**config.mk**
```make
export PLATFORM = sky130hd
export DESIGN_NAME = clock_select_pll_ctl
export DESIGN_NICKNAME = d
export VERILOG_FILES = /design/src/design/clk_ctl_pkg.sv /design/src/design/div_if.sv /design/src/design/clock_select_pll_ctl.sv /design/src/design/tick_divider.sv
export VERILOG_INCLUDE_DIRS = /design/src /design/src/design
export SDC_FILE = /design/constraint.sdc
export NUM_CORES = 1
export LEC_CHECK = 0
export BUFFER_PORTS_ARGS = -buffer_cell sky130_fd_sc_hd__buf_2
export CAP_MARGIN = 20
export CORE_MARGIN = 5
export CORE_UTILIZATION = 45
export DETAILED_ROUTE_END_ITERATION = 10
export PLACE_DENSITY = 0.63
export SLEW_MARGIN = 20
export SYNTH_ARGS = -nofsm -noshare
export SYNTH_HDL_FRONTEND = slang
export SYNTH_SLANG_ARGS = --single-unit
```
**constraint.sdc**
```tcl
create_clock -name clk -period 3.5 [get_ports clk]
set_clock_uncertainty 0.15 [all_clocks]
set_input_delay 0.35 -clock clk [delete_from_list [all_inputs] [get_ports clk]]
set_output_delay 0.35 -clock clk [all_outputs]
set_load 0.01 [all_outputs]
```
**src/design/clk_ctl_defs.svh**
```systemverilog
// offsets, field positions, reset values and counts of the clock control
`ifndef CLK_CTL_DEFS_SVH
`define CLK_CTL_DEFS_SVH

`define CCS_ADDR_W 4
`define CCS_DATA_W 16
`define CCS_ADDR_CLOCK_DIVISOR_REG 4'h0
`define CCS_ADDR_PLL_FEEDBACK_REG 4'h1
`define CCS_ADDR_STATUS 4'h2

`define CCS_CLOCK_DIVISOR_REG_RST 16'h0040
`define CCS_PLL_FEEDBACK_REG_RST 9'h030

`define CCS_RCDIV_LSB 8
`define CCS_POST_LSB 6
`define CCS_PRE_LSB 0
`define CCS_FAIL_BIT 3
`define CCS_MODE_LSB 4
`define CCS_PROG_BIT 8

`define CCS_MODE_COUNT 12
`define CCS_PRE_OFFSET 10'h002
`define CCS_FB_OFFSET 10'h002
`define CCS_FRC_DIV16 10'h010
`define CCS_FAIL_LOW_POWER_INTERNAL_RC_EDGES 2'h2

`endif

```
**src/design/clk_ctl_pkg.sv**
```systemverilog
// types shared by the clock control modules
package clk_ctl_pkg;

  typedef enum logic [2:0] {
    SRC_FRC      = 3'b000,
    SRC_FRCPLL   = 3'b001,
    SRC_PRI      = 3'b010,
    SRC_PRIPLL   = 3'b011,
    SRC_SEC      = 3'b100,
    SRC_LOW_POWER_INTERNAL_RC     = 3'b101,
    SRC_FRCDIV16 = 3'b110,
    SRC_FRCDIVN  = 3'b111
  } src_t;

  typedef enum logic [1:0] {
    PM_EC  = 2'b00,
    PM_XT  = 2'b01,
    PM_HS  = 2'b10,
    PM_OFF = 2'b11
  } pmode_t;

endpackage // clk_ctl_pkg

```
**src/design/div_if.sv**
```systemverilog
// tick in, divisor and tick out of one edge divider
interface div_if #(parameter int W = 10) ();
  logic tickIn;
  logic [W-1:0] divisor;
  logic tickOut;
  modport ctl (output tickIn, output divisor, input tickOut);
  modport div (input tickIn, input divisor, output tickOut);
endinterface // div_if

```
**src/design/clock_select_pll_ctl.sv**
```systemverilog
// clock source select, fast rc postscaler, pll dividers, fail monitor
//
// Contract
// - twelve clock modes from the configuration fields
// - source picked at power-on from source and primary mode fields
// - unprogrammed configuration starts from the fast internal rc
// - selected clock halved into instruction and peripheral clocks
// - low-power rc feeds watchdog and clock fail monitor references
// - fast rc divided by a 3-bit postscale, one half to 1/256
// - pll input divided by 2 to 33 from a 5-bit field
// - pll oscillator core multiplied by 9-bit feedback field factor
// - prescale 0 gives 2, feedback 0x1E gives 32, postscale 0 gives 2
// - oscillator core output divided by 2, 4 or 8 via 2-bit field
// - pll clock is input times feedback over prescale times postscale
// - external clock mode takes the single input pin, no crystal drive
// - fail monitor finds a lost system clock and falls back
//
// The register addresses and strobed register access were decided locally.
`include "clk_ctl_defs.svh"

module clock_select_pll_ctl
  import clk_ctl_pkg::*;
#(
  parameter int DIV_W = 10
) (
  input wire logic clk,
  input wire logic reset_n,
  input wire logic [`CCS_ADDR_W-1:0] regAddr,
  input wire logic [`CCS_DATA_W-1:0] regWrData,
  input wire logic regWrite,
  input wire logic regRead,
  output logic [`CCS_DATA_W-1:0] regRdData,
  input wire logic [2:0] initialSourceSelect,
  input wire logic [1:0] primaryOscMode,
  input wire logic configProgrammed,
  input wire logic fastRcClk,
  input wire logic primaryClk,
  input wire logic secondaryClk,
  input wire logic lowPowerRcClk,
  input wire logic pllOscClk,
  output logic pllRefTick,
  output logic pllFeedbackTick,
  output logic pllEnable,
  output logic instrClk,
  output logic periphClk,
  output logic watchdogRefClk,
  output logic monitorRefClk,
  output logic clockFailed,
  output logic crystalDriveEn,
  output logic secondaryOscEn,
  output logic [3:0] clockMode
);

  typedef struct packed {
    src_t srcSel;
    pmode_t primMode;
    logic captured;
    logic prevFrc;
    logic prevPri;
    logic prevSec;
    logic prevLprc;
    logic prevVco;
    logic lprcRef;
    logic fcyClk;
    logic [`CCS_DATA_W-1:0] clkDivReg;
    logic [8:0] pllFbReg;
    logic failFlag;
    logic [1:0] lprcNoTick;
    logic [`CCS_DATA_W-1:0] rdData;
  } ctl_state_t;

  ctl_state_t s_r;
  ctl_state_t s_nxt;

  initial begin
    if (DIV_W < 10) $error("clock_select_pll_ctl: DIV_W below 10");
  end

  // ---------------------------------------------------------------
  // source edges and field decode
  // ---------------------------------------------------------------
  logic frcEdge;
  logic priEdge;
  logic secEdge;
  logic lprcEdge;
  logic vcoEdge;
  logic foscTick;
  logic [2:0] rcSel;
  logic [1:0] postSel;
  logic [4:0] preSel;
  logic [DIV_W-1:0] rcFactor;
  logic [DIV_W-1:0] n1Factor;
  logic [DIV_W-1:0] mFactor;
  logic [DIV_W-1:0] n2Factor;
  logic isPllMode;
  logic [3:0] modeIdx;

  assign frcEdge = fastRcClk & ~s_r.prevFrc;
  assign priEdge = primaryClk & ~s_r.prevPri;
  assign secEdge = secondaryClk & ~s_r.prevSec;
  assign lprcEdge = lowPowerRcClk & ~s_r.prevLprc;
  assign vcoEdge = pllOscClk & ~s_r.prevVco;

  assign rcSel = s_r.clkDivReg[`CCS_RCDIV_LSB +: 3];
  assign postSel = s_r.clkDivReg[`CCS_POST_LSB +: 2];
  assign preSel = s_r.clkDivReg[`CCS_PRE_LSB +: 5];
  assign isPllMode = (s_r.srcSel == SRC_FRCPLL) ||
                     (s_r.srcSel == SRC_PRIPLL);

  always_comb begin
    rcFactor = DIV_W'(2) << rcSel;
    n1Factor = DIV_W'(preSel) + `CCS_PRE_OFFSET;
    mFactor = DIV_W'(s_r.pllFbReg) + `CCS_FB_OFFSET;
    case (postSel)
      2'b00: n2Factor = DIV_W'(2);
      2'b01: n2Factor = DIV_W'(4);
      2'b11: n2Factor = DIV_W'(8);
      default: n2Factor = DIV_W'(4);
    endcase
  end

  // ---------------------------------------------------------------
  // dividers
  // ---------------------------------------------------------------
  div_if #(.W(DIV_W)) rcIf ();
  div_if #(.W(DIV_W)) preIf ();
  div_if #(.W(DIV_W)) fbIf ();
  div_if #(.W(DIV_W)) postIf ();

  assign rcIf.tickIn = frcEdge;
  assign rcIf.divisor = (s_r.srcSel == SRC_FRCDIV16) ?
                        DIV_W'(`CCS_FRC_DIV16) : rcFactor;
  // pll input is the fast rc or the primary oscillator
  assign preIf.tickIn = isPllMode &
                        ((s_r.srcSel == SRC_FRCPLL) ? frcEdge : priEdge);
  assign preIf.divisor = n1Factor;
  assign fbIf.tickIn = isPllMode & vcoEdge;
  assign fbIf.divisor = mFactor;
  assign postIf.tickIn = isPllMode & vcoEdge;
  assign postIf.divisor = n2Factor;

  tick_divider #(.W(DIV_W)) rcDiv (
    .clk(clk),
    .reset_n(reset_n),
    .dv(rcIf.div)
  );

  tick_divider #(.W(DIV_W)) preDiv (
    .clk(clk),
    .reset_n(reset_n),
    .dv(preIf.div)
  );

  tick_divider #(.W(DIV_W)) fbDiv (
    .clk(clk),
    .reset_n(reset_n),
    .dv(fbIf.div)
  );

  tick_divider #(.W(DIV_W)) postDiv (
    .clk(clk),
    .reset_n(reset_n),
    .dv(postIf.div)
  );

  // ---------------------------------------------------------------
  // system clock source mux
  // ---------------------------------------------------------------
  always_comb begin
    case (s_r.srcSel)
      SRC_FRC: foscTick = frcEdge;
      SRC_FRCPLL: foscTick = postIf.tickOut;
      // primary taken from one input pin
      SRC_PRI: foscTick = priEdge;
      SRC_PRIPLL: foscTick = postIf.tickOut;
      SRC_SEC: foscTick = secEdge;
      SRC_LOW_POWER_INTERNAL_RC: foscTick = lprcEdge;
      SRC_FRCDIV16: foscTick = rcIf.tickOut;
      SRC_FRCDIVN: foscTick = rcIf.tickOut;
      default: foscTick = frcEdge;
    endcase
  end

  always_comb begin
    case (s_r.srcSel)
      SRC_FRCDIVN: modeIdx = 4'h0;
      SRC_FRCDIV16: modeIdx = 4'h1;
      SRC_LOW_POWER_INTERNAL_RC: modeIdx = 4'h2;
      SRC_SEC: modeIdx = 4'h3;
      SRC_PRIPLL: modeIdx = (s_r.primMode == PM_HS) ? 4'h4 :
                            (s_r.primMode == PM_XT) ? 4'h5 : 4'h6;
      SRC_PRI: modeIdx = (s_r.primMode == PM_HS) ? 4'h7 :
                         (s_r.primMode == PM_XT) ? 4'h8 : 4'h9;
      SRC_FRCPLL: modeIdx = 4'hA;
      SRC_FRC: modeIdx = 4'hB;
      default: modeIdx = 4'hB;
    endcase
  end

  // ---------------------------------------------------------------
  // next state
  // ---------------------------------------------------------------
  logic failClear;
  assign failClear = regWrite && (regAddr == `CCS_ADDR_STATUS) &&
                     regWrData[`CCS_FAIL_BIT];

  always_comb begin
    s_nxt = s_r;
    s_nxt.prevFrc = fastRcClk;
    s_nxt.prevPri = primaryClk;
    s_nxt.prevSec = secondaryClk;
    s_nxt.prevLprc = lowPowerRcClk;
    s_nxt.prevVco = pllOscClk;
    s_nxt.lprcRef = lowPowerRcClk;

    // power-on source capture, once after reset release
    if (!s_r.captured) begin
      s_nxt.captured = 1'b1;
      if (configProgrammed) begin
        s_nxt.srcSel = src_t'(initialSourceSelect);
        s_nxt.primMode = pmode_t'(primaryOscMode);
      end else begin
        s_nxt.srcSel = SRC_FRCDIVN;
        s_nxt.primMode = PM_OFF;
      end
    end

    if (foscTick) begin
      s_nxt.fcyClk = ~s_r.fcyClk;
    end

    // count reference edges without a system tick
    if (foscTick) begin
      s_nxt.lprcNoTick = 2'h0;
    end else if (lprcEdge && s_r.captured && !s_r.failFlag) begin
      if (s_r.lprcNoTick + 2'h1 >= `CCS_FAIL_LOW_POWER_INTERNAL_RC_EDGES) begin
        s_nxt.failFlag = 1'b1;
        s_nxt.srcSel = SRC_FRC;
        s_nxt.lprcNoTick = 2'h0;
      end else begin
        s_nxt.lprcNoTick = s_r.lprcNoTick + 2'h1;
      end
    end
    // clear by writing one; a new failure in that cycle wins
    if (failClear && !(s_nxt.failFlag && !s_r.failFlag)) begin
      s_nxt.failFlag = 1'b0;
    end

    if (regWrite) begin
      case (regAddr)
        `CCS_ADDR_CLOCK_DIVISOR_REG: s_nxt.clkDivReg = regWrData;
        `CCS_ADDR_PLL_FEEDBACK_REG: s_nxt.pllFbReg = regWrData[8:0];
        default: ;
      endcase
    end

    s_nxt.rdData = '0;
    if (regRead) begin
      case (regAddr)
        `CCS_ADDR_CLOCK_DIVISOR_REG: s_nxt.rdData = s_r.clkDivReg;
        `CCS_ADDR_PLL_FEEDBACK_REG: s_nxt.rdData = {7'h00, s_r.pllFbReg};
        `CCS_ADDR_STATUS: begin
          s_nxt.rdData[2:0] = s_r.srcSel;
          s_nxt.rdData[`CCS_FAIL_BIT] = s_r.failFlag;
          s_nxt.rdData[`CCS_MODE_LSB +: 4] = modeIdx;
          s_nxt.rdData[`CCS_PROG_BIT] = configProgrammed;
        end
        default: s_nxt.rdData = '0;
      endcase
    end
  end

  always_ff @(posedge clk or negedge reset_n) begin
    if (!reset_n) begin
      s_r <= '{srcSel: SRC_FRCDIVN, primMode: PM_OFF, captured: 1'b0,
               prevFrc: 1'b0, prevPri: 1'b0, prevSec: 1'b0,
               prevLprc: 1'b0, prevVco: 1'b0, lprcRef: 1'b0,
               fcyClk: 1'b0, clkDivReg: `CCS_CLOCK_DIVISOR_REG_RST,
               pllFbReg: `CCS_PLL_FEEDBACK_REG_RST, failFlag: 1'b0,
               lprcNoTick: 2'h0, rdData: '0};
    end else begin
      s_r <= s_nxt;
    end
  end

  // ---------------------------------------------------------------
  // outputs
  // ---------------------------------------------------------------
  assign regRdData = s_r.rdData;
  assign pllRefTick = preIf.tickOut;
  assign pllFeedbackTick = fbIf.tickOut;
  assign pllEnable = isPllMode;
  assign instrClk = s_r.fcyClk;
  assign periphClk = s_r.fcyClk;
  assign watchdogRefClk = s_r.lprcRef;
  assign monitorRefClk = s_r.lprcRef;
  assign clockFailed = s_r.failFlag;
  assign crystalDriveEn = ((s_r.srcSel == SRC_PRI) ||
                           (s_r.srcSel == SRC_PRIPLL)) &&
                          ((s_r.primMode == PM_XT) ||
                           (s_r.primMode == PM_HS));
  assign secondaryOscEn = (s_r.srcSel == SRC_SEC);
  assign clockMode = modeIdx;
endmodule // clock_select_pll_ctl

```
**src/design/tick_divider.sv**
```systemverilog
// edge-count divider that takes a new divisor only at its wrap
module tick_divider #(
  parameter int W = 10
) (
  input wire logic clk,
  input wire logic reset_n,
  div_if.div dv
);

  typedef struct packed {
    logic [W-1:0] cnt;
    logic [W-1:0] active;
    logic tickOut;
  } div_state_t;

  div_state_t s_r;
  div_state_t s_nxt;

  initial begin
    if (W < 2) $error("tick_divider: W too small");
  end

  // ---------------------------------------------------------------
  // count input ticks, wrap at the active divisor
  // ---------------------------------------------------------------
  always_comb begin
    s_nxt = s_r;
    s_nxt.tickOut = 1'b0;
    if (dv.tickIn) begin
      if (s_r.cnt + W'(1) >= s_r.active) begin
        s_nxt.tickOut = 1'b1;
        s_nxt.cnt = '0;
        s_nxt.active = dv.divisor;
      end else begin
        s_nxt.cnt = s_r.cnt + W'(1);
      end
    end
  end

  always_ff @(posedge clk or negedge reset_n) begin
    if (!reset_n) begin
      s_r <= '{cnt: '0, active: W'(1), tickOut: 1'b0};
    end else begin
      s_r <= s_nxt;
    end
  end

  assign dv.tickOut = s_r.tickOut;

endmodule // tick_divider

```
Word-level counts from Yosys, hierarchy flattened
Index checks and enable logic that the tools add are counted.
{ "totals": {"register_bits": 130, "output_inout_bits": 30, "in_bits": 35} }
{ "op_classes": {"order_cmp": 5, "n_shift": 1, "n_reduce_logical": 24, "addsub": 7, "bitwise": 13, "n_eq_ne": 12, "mux": 35} }
{ "ops": {"columns": ["operator", "count"], "rows": [
  ["$mux 10", 5],
  ["$add 10x1->10 const B", 4],
  ["$pmux 4 s8", 1],
  ["$pmux 9 s3", 1],
  ["$ge 10x10->1", 2],
  ["$mux 16", 1],
  ["$mux 1", 13],
  ["$eq 3x3->1 const B", 4],
  ["$mux 3", 4],
  ["$reduce_and 2->1", 6],
  ["$add 9x2->10 const B", 1],
  ["$ge 10x4->1", 1],
  ["$ge 10x6->1", 1],
  ["$shl 2x3->10 const A", 1],
  ["$mux 2", 4],
  ["$pmux 4 s2", 1],
  ["$and 1x1->1", 7],
  ["$logic_and 1x1->1", 7],
  ["$mux 7", 1],
  ["$add 5x2->6 const B", 1],
  ["$eq 3x2->1 const B", 2],
  ["$mux 6", 1],
  ["$not 1->1", 6],
  ["$pmux 1 s6", 1],
  ["16 further kinds", 21]
]} }

Depth between registers and ports, before layout
Gate-level depths: netlist (run 1).
{ "depth": {"depth_word": 10, "mapped_depth": 12} }

By module
From an unflattened synthesis (run 1), not the netlist that was laid out.
{ "hier_totals": {"cells_unflattened": 732, "hier_area_um2": 7881.3} }
{ "by_module_without_submodules": {"columns": ["module", "cells_per_inst", "n_inst", "area_per_inst_um2"], "rows": [
  ["tick_divider", 123, 4, 1267.5],
  ["clock_select_pll_ctl", 240, 1, 2811.4]
]} }

Least setup slack after synthesis (run 1)
OpenSTA, ideal clock, no wires.
{ "synth_timing": {"path_kind": "flip-flop to flip-flop", "from": "register fbDiv.s_r[11] in the netlist's numbering", "to": "register fbDiv.s_r[12] in the netlist's numbering", "required_ns": 3.264, "arrival_time_ns": 2.567, "path_slack_ns": 0.697, "stages_incl_launch_ff": 13, "setup_time_ns": 0.086, "path_cell_list": "dfrtp_1 -> ha_1 -> and3_1 -> nand3_1 -> or2_2 -> xnor2_1 -> ha_1 -> o21a_1 -> o21ai_0 -> a21oi_1 -> buf_4 -> buf_2 -> nor3_1"} }
{ "synth_via": {"elab_chain_len": 3} }
{ "synth_lines": {"columns": ["element", "line", "text"], "rows": [
  ["start: declaration", "tick_divider.sv:16", "div_state_t s_r;"],
  ["start signal: assignment", "tick_divider.sv:42", "s_r <= '{cnt: '0, active: W'(1), tickOut: 1'b0};"],
  ["start signal: assignment", "tick_divider.sv:44", "s_r <= s_nxt;"],
  ["$add 10x1->10 *", "tick_divider.sv:30, tick_divider.sv:35", null],
  ["$ge 10x10->1", "tick_divider.sv:30", "if (s_r.cnt + W'(1) >= s_r.active) begin"],
  ["$mux 10 *", "tick_divider.sv:30", null]
]} }
Mark *: on every way between the ends. The rest lies on a longest branch, timed or not.
A chain may end at the register's enable or synchronous reset.

Final worst setup path (run 1)
{ "layout_timing": {"from": "register fbDiv.s_r[11] in the netlist's numbering", "to": "register fbDiv.s_r[7] in the netlist's numbering"} }
{ "layout_via": {"elab_chain_len": 3} }
{ "layout_lines": {"columns": ["element", "line"], "rows": [
  ["$add 10x1->10", "tick_divider.sv:30"],
  ["$ge 10x10->1", "tick_divider.sv:30"],
  ["$reduce_and 2->1 (no source line)", null]
]} }
Every way passes these cells.

==> summary.md, run 1 <==
| Metric | Value |
|---|---|
| Die width | `132.1 um` |
| Max incr delay on CP | `430 ps` |
| Initial antenna violation count | `0` |
| Vias in the first global route | `4891` |
| Pwr Density | `673.5 mW/mm^2` |
| Syn_area_per_cell | `10.46 um^2` |
| CTS sink cnt | `129` |
| Most frequent cells in the layout | `117 x dfrtp_1, 63 x buf_2, 54 x nand2_1, 41 x inv_1, 41 x ha_1` |
| Fillers | `1275` |
| Cell Count, Final, Fillers Out | `903` |
| Diode count | `0` |
| Yosys reg bits | `129` |
| Wire per inst | `16.18 um` |
| Sequential cell area fraction in the yosys report | `0.4836` |
| Worst Path Buf+Inv | `1` |
| Setup CP Type | `reg -> reg` |
| Synth warn | `0` |
| Placed Cells | `863` |
| Fin crit period | `3084 ps` |
| Setup violators final | `0` |
| Num ports | `65` |
| Final hold violation count | `0` |
| Post-synth EDFFs | `0` |
| Core area | `0.01459 mm^2` |
| Layout net count | `782` |
| Worst-Margin Slew | `959.7 ps` |
| Clock Tree Root | `clkbuf_16` |
| Slew HR | `0.3585` |
| Max Clk Rate | `0.3243 GHz` |
| Starting Density | `0.4597` |
| Antenna-violating nets left | `0` |
| Die ar. | `0.01745 mm^2` |
| MaxCap Viol Count | `0` |
| CP top delay family | `simple AND/OR/NAND/NOR gates` |
| Gate Count Post-Synth | `641` |
| Port buffer count | `64` |
| Area contributors post-synth | `dfrtp_1 44%, ha_1 7.6%, mux2_2 4.9%, dfstp_2 4.7%, nand2_1 3.0%` |
| Crit Path Max Fanout | `7` |
| Leakage power total | `3.860 nW` |
| Cell taking the most area after synthesis | `dfrtp_1` |
| CP max-delay cell | `dfrtp_1` |
| Req. time, crit path | `3690 ps` |
| Share of layout cells above drive strength 1 | `0.2225` |
| Crit start category | `flip-flop` |
| Synth cell types | `62` |
| DR vias | `4818` |
| Clk buf depth | `2` |
| H-tree Lvls | `4` |
| Crit end category | `flip-flop` |
| Remaining DRCs | `0` |
| Area delta synth->final | `17.80%` |
| Top-area cell type share of the netlist area | `0.4366` |
| Ys flop type | `dfrtp_1` |
| HPWL Detailed | `10540 um` |
| Post-CTS sizing | `0` |
| RSZ-0062 raised after global routing | `false` |
| FFs w/ async S/R, synth | `1.000` |
| CTS Buf Count | `17` |
| Worst hold-check path type | `in -> reg` |
| Final period utilization | `0.8810` |
| Reg clk slew, reported paths | `60 ps` |
| Mapped Area | `0.006706 mm^2` |
| Most frequent CP cell | `ha_1` |
| Post-CTS Repair Setup Buffers | `0` |
| # rows | `44` |
| First-pass GRT wire length | `24900 um` |
| Total grt overflow | `0` |
| Critical path cell sequence | `ha_1 > and3_1 > nand3_1 > or2_2 > xnor2_1 > ha_1 > o21a_1 > o21ai_0 > a21oi_2 > buf_4 > mux2i_1` |
| Routed vias/inst | `5.336` |
| Most common cell after layout, fill and taps aside | `dfrtp_1` |
| TritonRoute pass-1 iters | `5` |
| Initial DRC count | `253` |
| CP Data Arrival Time | `3270 ps` |
| GRT Overall Usage | `0.1756` |
| Status | `finished, final reports clean` |
| Post-route setup TNS | `0 ps` |
| Slew Limit Fails | `0` |
| Worst-skew pair later-pin latency | `420 ps` |
| Post-Syn Nets | `717` |
| Die H | `132.1 um` |
| Largest net degree at the start of global routing | `65` |
| VDD IR-drop max | `0.4134 mV` |
| Final WL | `14610 um` |
| GPL Wtd Cong | `0.7980` |
| CTS tree | `done` |
-- per-stage QoR --
stage,hold slack (ps),setup slack (ps),area [um^2],power [mW],util
final,17.53,416.4,7900,5.321,0.5415
after global placement,308.7,538.4,7134,3.233,0.4890
after floorplan,-95.59,696.8,6706,2.929,-
after CTS,0.4360,395.1,7900,5.368,0.5415
after global routing,7.055,181.5,7900,5.651,0.5415
after detailed placement,320.7,404.6,7134,3.294,0.4890
-- worst paths after layout --
path	startpoint	end	slack, ps	cells after the start
worst max-delay path	fbDiv.s_r[11]	fbDiv.s_r[7]	420	11
worst min-delay path	regWrData[12]	s_r[40]	20	2
worst max register to register	fbDiv.s_r[11]	fbDiv.s_r[7]	420	11
worst min register to register	preDiv.s_r[2]	preDiv.s_r[2]	330	2
max in group asynchronous	reset_n	fbDiv.s_r[16]	1830	4
min in group asynchronous	reset_n	rcDiv.s_r[11]	390	2
-- area by class of cell --
type,count,area [um^2],share of cell area
repair buffers,83,498.0,0.06303
well taps,184,230.2,0.02914
clock inverters,12,229.0,0.02898
clock buffers,20,456.7,0.05781
flip-flops and latches,129,3243,0.4105
multi-input cells,434,3089,0.3910
inverters,41,153.9,0.01948
-- where the power goes --
group | switching (mW) | internal, mW
logic | 0.701 | 0.561
registers | 0.275 | 1.74
clock network | 0.665 | 1.38
total | 1.64 | 3.68
-- logic make-up after synthesis --
logic type	share of synthesized area
flops	0.4836
mux	0.06679
xor+xnor	0.04832
buf+inv	0.05634
other cells	0.0005592
simple gates	0.1649
compound gates	0.1030
fa+ha+maj	0.07649
-- cells in the mapped netlist, types with 13 or more instances --
master,count
dfrtp_1,117
nand2_1,54
ha_1,41
inv_1,41
nor2_1,39
o21ai_0,37
mux2_2,29
nand3_1,27
a21oi_1,21
buf_4,20
xnor2_1,20
xor2_1,17
and2_1,16
clkbuf_1,13
-- layer usage --
layer | global-route usage | vias to the layer above | share of wire
met5 | 0 | - | 0
met4 | 0.05657 | 0 | 0.015
met1 | 0.2309 | 2355 | 0.45
met2 | 0.2852 | 85 | 0.49
met3 | 0.04466 | 17 | 0.037
li1 | - | 2361 | -
-- worst reg2reg max path: cells and delay by family, from the launching register on --
family,cells,cell delay (ps)
and+or+nand+nor,3,710
AOI/OAI and AO/OA,3,620
adders and majority gates,2,520
DFF,1,430
buffers and inverters,1,250
muxes,1,200
xor gates and xnor gates,1,130
-- state kept, by name, indices dropped and copies added (netlist names) --
signal / cells
s_r: 27
fbDiv.s_r: 20
rcDiv.s_r: 19
preDiv.s_r: 16
regRdData: 16
postDiv.s_r: 14
preSel: 5
rcSel: 3
postSel: 2
clockFailed: 1
fbDiv.dv.tickOut: 1
instrClk: 1
monitorRefClk: 1
postDiv.dv.tickOut: 1
preDiv.dv.tickOut: 1
rcDiv.dv.tickOut: 1
-- timing repair --
item | CTS | global route
hold buffers | 8 | 0
endpoints found under the hold margin | 57 | 0
setup endpoints to repair | 0 | 0
No activity file was read; power rests on OpenSTA's default activity.
==> run 2, diff against run 1 <==
BUFFER_PORTS_ARGS = unset   (was -buffer_cell sky130_fd_sc_hd__buf_2)
CELL_PAD_IN_SITES_DETAIL_PLACEMENT = 1   (was unset)
CELL_PAD_IN_SITES_GLOBAL_PLACEMENT = 1   (was unset)
DONT_BUFFER_PORTS = 1   (was unset)
PLACE_DENSITY = 0.72   (was 0.63)
==> run 2 against run 1 <==
Maximum frequency shrank 4.1%; wire length grew 12%; highest routed layer unchanged; die area is the same; largest cell class unchanged; sequential share of layout area grew 0.76 points; count of clock-buffer cells in the layout shrank 2; core utilization shrank 0.99 points.
==> summary.md, run 2 (synthesis gave the netlist of run 1 again) <==
| Metric | Value |
|---|---|
| Post-route setup TNS | `0 ps` |
| WHS Endpoint | `s_r[52]` |
| Fin crit period | `3214 ps` |
| CP max-delay cell | `dfrtp_1` |
| Reg clk slew, reported paths | `60 ps` |
| Most frequent cells in the layout | `117 x dfrtp_1, 54 x nand2_1, 41 x inv_1, 41 x ha_1, 39 x nor2_1` |
| Hold Path Stages | `2` |
| Die width | `132.1 um` |
| Footprint of the multi-input gates | `0.003089 mm^2` |
| Initial DRC count | `281` |
| Most frequent CP cell | `ha_1` |
| Max Clk Rate | `0.3111 GHz` |
| Remaining DRCs | `0` |
| CTS tree | `done` |
| Slew Limit Fails | `0` |
| Routed vias/inst | `5.614` |
| Finished Core Util | `0.5316` |
| Largest net degree at the start of global routing | `130` |
| RSZ-0062 raised after global routing | `false` |
| Worst Path Buf+Inv | `1` |
| Wire per inst | `19.10 um` |
| Max incr delay on CP | `430 ps` |
| Setup CP Type | `reg -> reg` |
| Largest reg by FF count | `s_r` |
| Cell Count, Final, Fillers Out | `859` |
| TritonRoute pass-1 iters | `6` |
| Worst hold-check path type | `in -> reg` |
| Final instance area | `0.007756 mm^2` |
| # rows | `44` |
| VDD IR-drop max | `0.3851 mV` |
| Port buffer count | `0` |
| Most common cell after layout, fill and taps aside | `dfrtp_1` |
| Starting Density | `0.4597` |
| Total grt overflow | `0` |
| First-pass GRT wire length | `27700 um` |
| GPL Wtd Cong | `0.8086` |
| Reg2Reg Capture Point | `fbDiv.s_r[6]` |
| Max reg flops | `27` |
| Leakage power total | `3.635 nW` |
| Worst-skew pair later-pin latency | `420 ps` |
| Die ar. | `0.01745 mm^2` |
| Crit end category | `flip-flop` |
| Num ports | `65` |
| Pwr Density | `677.9 mW/mm^2` |
| H-tree Lvls | `4` |
| Hold_sp | `configProgrammed` |
| Req. time, crit path | `3690 ps` |
| Initial antenna violation count | `0` |
| Critical path cell sequence | `ha_1 > and3_1 > nand3_1 > or2_2 > xnor2_1 > ha_1 > o21a_1 > o21ai_0 > a21oi_2 > buf_4 > mux2i_1` |
| Final WL | `16410 um` |
| Placed Cells | `796` |
| Register area | `0.003243 mm^2` |
| Area delta synth->final | `15.65%` |
| Crit Path Max Fanout | `8` |
| Layout net count | `738` |
| MaxCap Viol Count | `0` |
| Setup violators final | `0` |
| Worst-Margin Slew | `1014 ps` |
| DP Worst Slack | `384.5 ps` |
| Clock Tree Root | `clkbuf_16` |
| HPWL Detailed | `11260 um` |
| Die H | `132.1 um` |
| Clk buf depth | `2` |
| Slew HR | `0.3221` |
| Final period utilization | `0.9183` |
| Antenna-violating nets left | `0` |
| CP top delay family | `simple AND/OR/NAND/NOR gates` |
| Final hold violation count | `0` |
| FF-to-FF setup slack | `290 ps` |
| Placed cell area | `0.006777 mm^2` |
| Fillers | `1560` |
| DR vias | `4822` |
| Reg2reg start | `fbDiv.s_r[11]` |
| GRT Overall Usage | `0.1966` |
| CTS Buf Count | `17` |
| CTS sink cnt | `129` |
| Status | `finished, final reports clean` |
| R2R depth | `11` |
| Core area | `0.01459 mm^2` |
| Post-route setup slack | `285.8 ps` |
| Top Registers | `s_r: 27 flops, fbDiv.s_r: 20 flops, rcDiv.s_r: 19 flops` |
| CP Data Arrival Time | `3400 ps` |
| Worst hold margin | `30.98 ps` |
| Crit start category | `flip-flop` |
| Post-CTS Repair Setup Buffers | `0` |
| Share of layout cells above drive strength 1 | `0.1395` |
| Total power | `5.258 mW` |
| Vias in the first global route | `5322` |
## run 2: cell count changes in the layout (fill, tap and decap cells not counted), sizes merged
cell | before | now
buf | 75 | 9
dlygate4sd3 | 8 | 30
clkbuf | 20 | 18
clkinvlp | 3 | 5
bufinv | 6 | 5
diode | 0 | 1
## run 2: how the worst max path moves through the flow
| stage | from | to | cells past startpoint |
|---|---|---|---|
| 5_1_grt | fbDiv.s_r[11] | fbDiv.s_r[6] | 11 |
| 3_3_place_gp | fbDiv.s_r[11] | fbDiv.s_r[3] | 10 |
| 2_1_floorplan | fbDiv.s_r[11] | fbDiv.s_r[12] | 12 |
| 6_report | fbDiv.s_r[11] | fbDiv.s_r[6] | 11 |
| 4_1_cts | fbDiv.s_r[11] | fbDiv.s_r[6] | 11 |
| 3_5_place_dp | fbDiv.s_r[11] | fbDiv.s_r[4] | 11 |
## run 2: routing by layer
layer | wire [um] | up-vias | GRT usage | part of all wire
met2 | 8363 | 105 | 0.3349 | 0.51
met1 | 6856 | 2420 | 0.2364 | 0.42
met4 | 318 | 0 | 0.06743 | 0.019
met3 | 872 | 23 | 0.05992 | 0.053
met5 | 0 | - | 0 | 0
li1 | - | 2274 | - | -
## run 2: final cells by class
| type | instances | area share |
|---|---|---|
| diodes | 1 | 0.0003226 |
| clock buffers | 18 | 0.05662 |
| clock inverters | 13 | 0.02710 |
| inverters | 41 | 0.01984 |
| multi-input cells | 434 | 0.3983 |
| flip-flops and latches | 129 | 0.4181 |
| well taps | 184 | 0.02968 |
| repair buffers | 39 | 0.05001 |
## run 2: report_power, final
| group | internal, mW | switching [mW] |
|---|---|---|
| logic | 0.549 | 0.721 |
| registers | 1.74 | 0.301 |
| clock network | 1.28 | 0.668 |
## run 2: what timing repair did
item | CTS | global route
resized for setup | 0 | 0
hold buffers | 31 | 0
endpoints found under the hold margin | 172 | 0
## run 2: worst reg2reg max path, delay by kind of cell, from the launching register on
| family | cells | cell delay (ps) |
|---|---|---|
| and+or+nand+nor | 3 | 760 |
| AOI/OAI and AO/OA | 3 | 690 |
| adders and majority gates | 2 | 510 |
| DFF | 1 | 430 |
| buffers and inverters | 1 | 250 |
| muxes | 1 | 190 |
| xor gates and xnor gates | 1 | 140 |
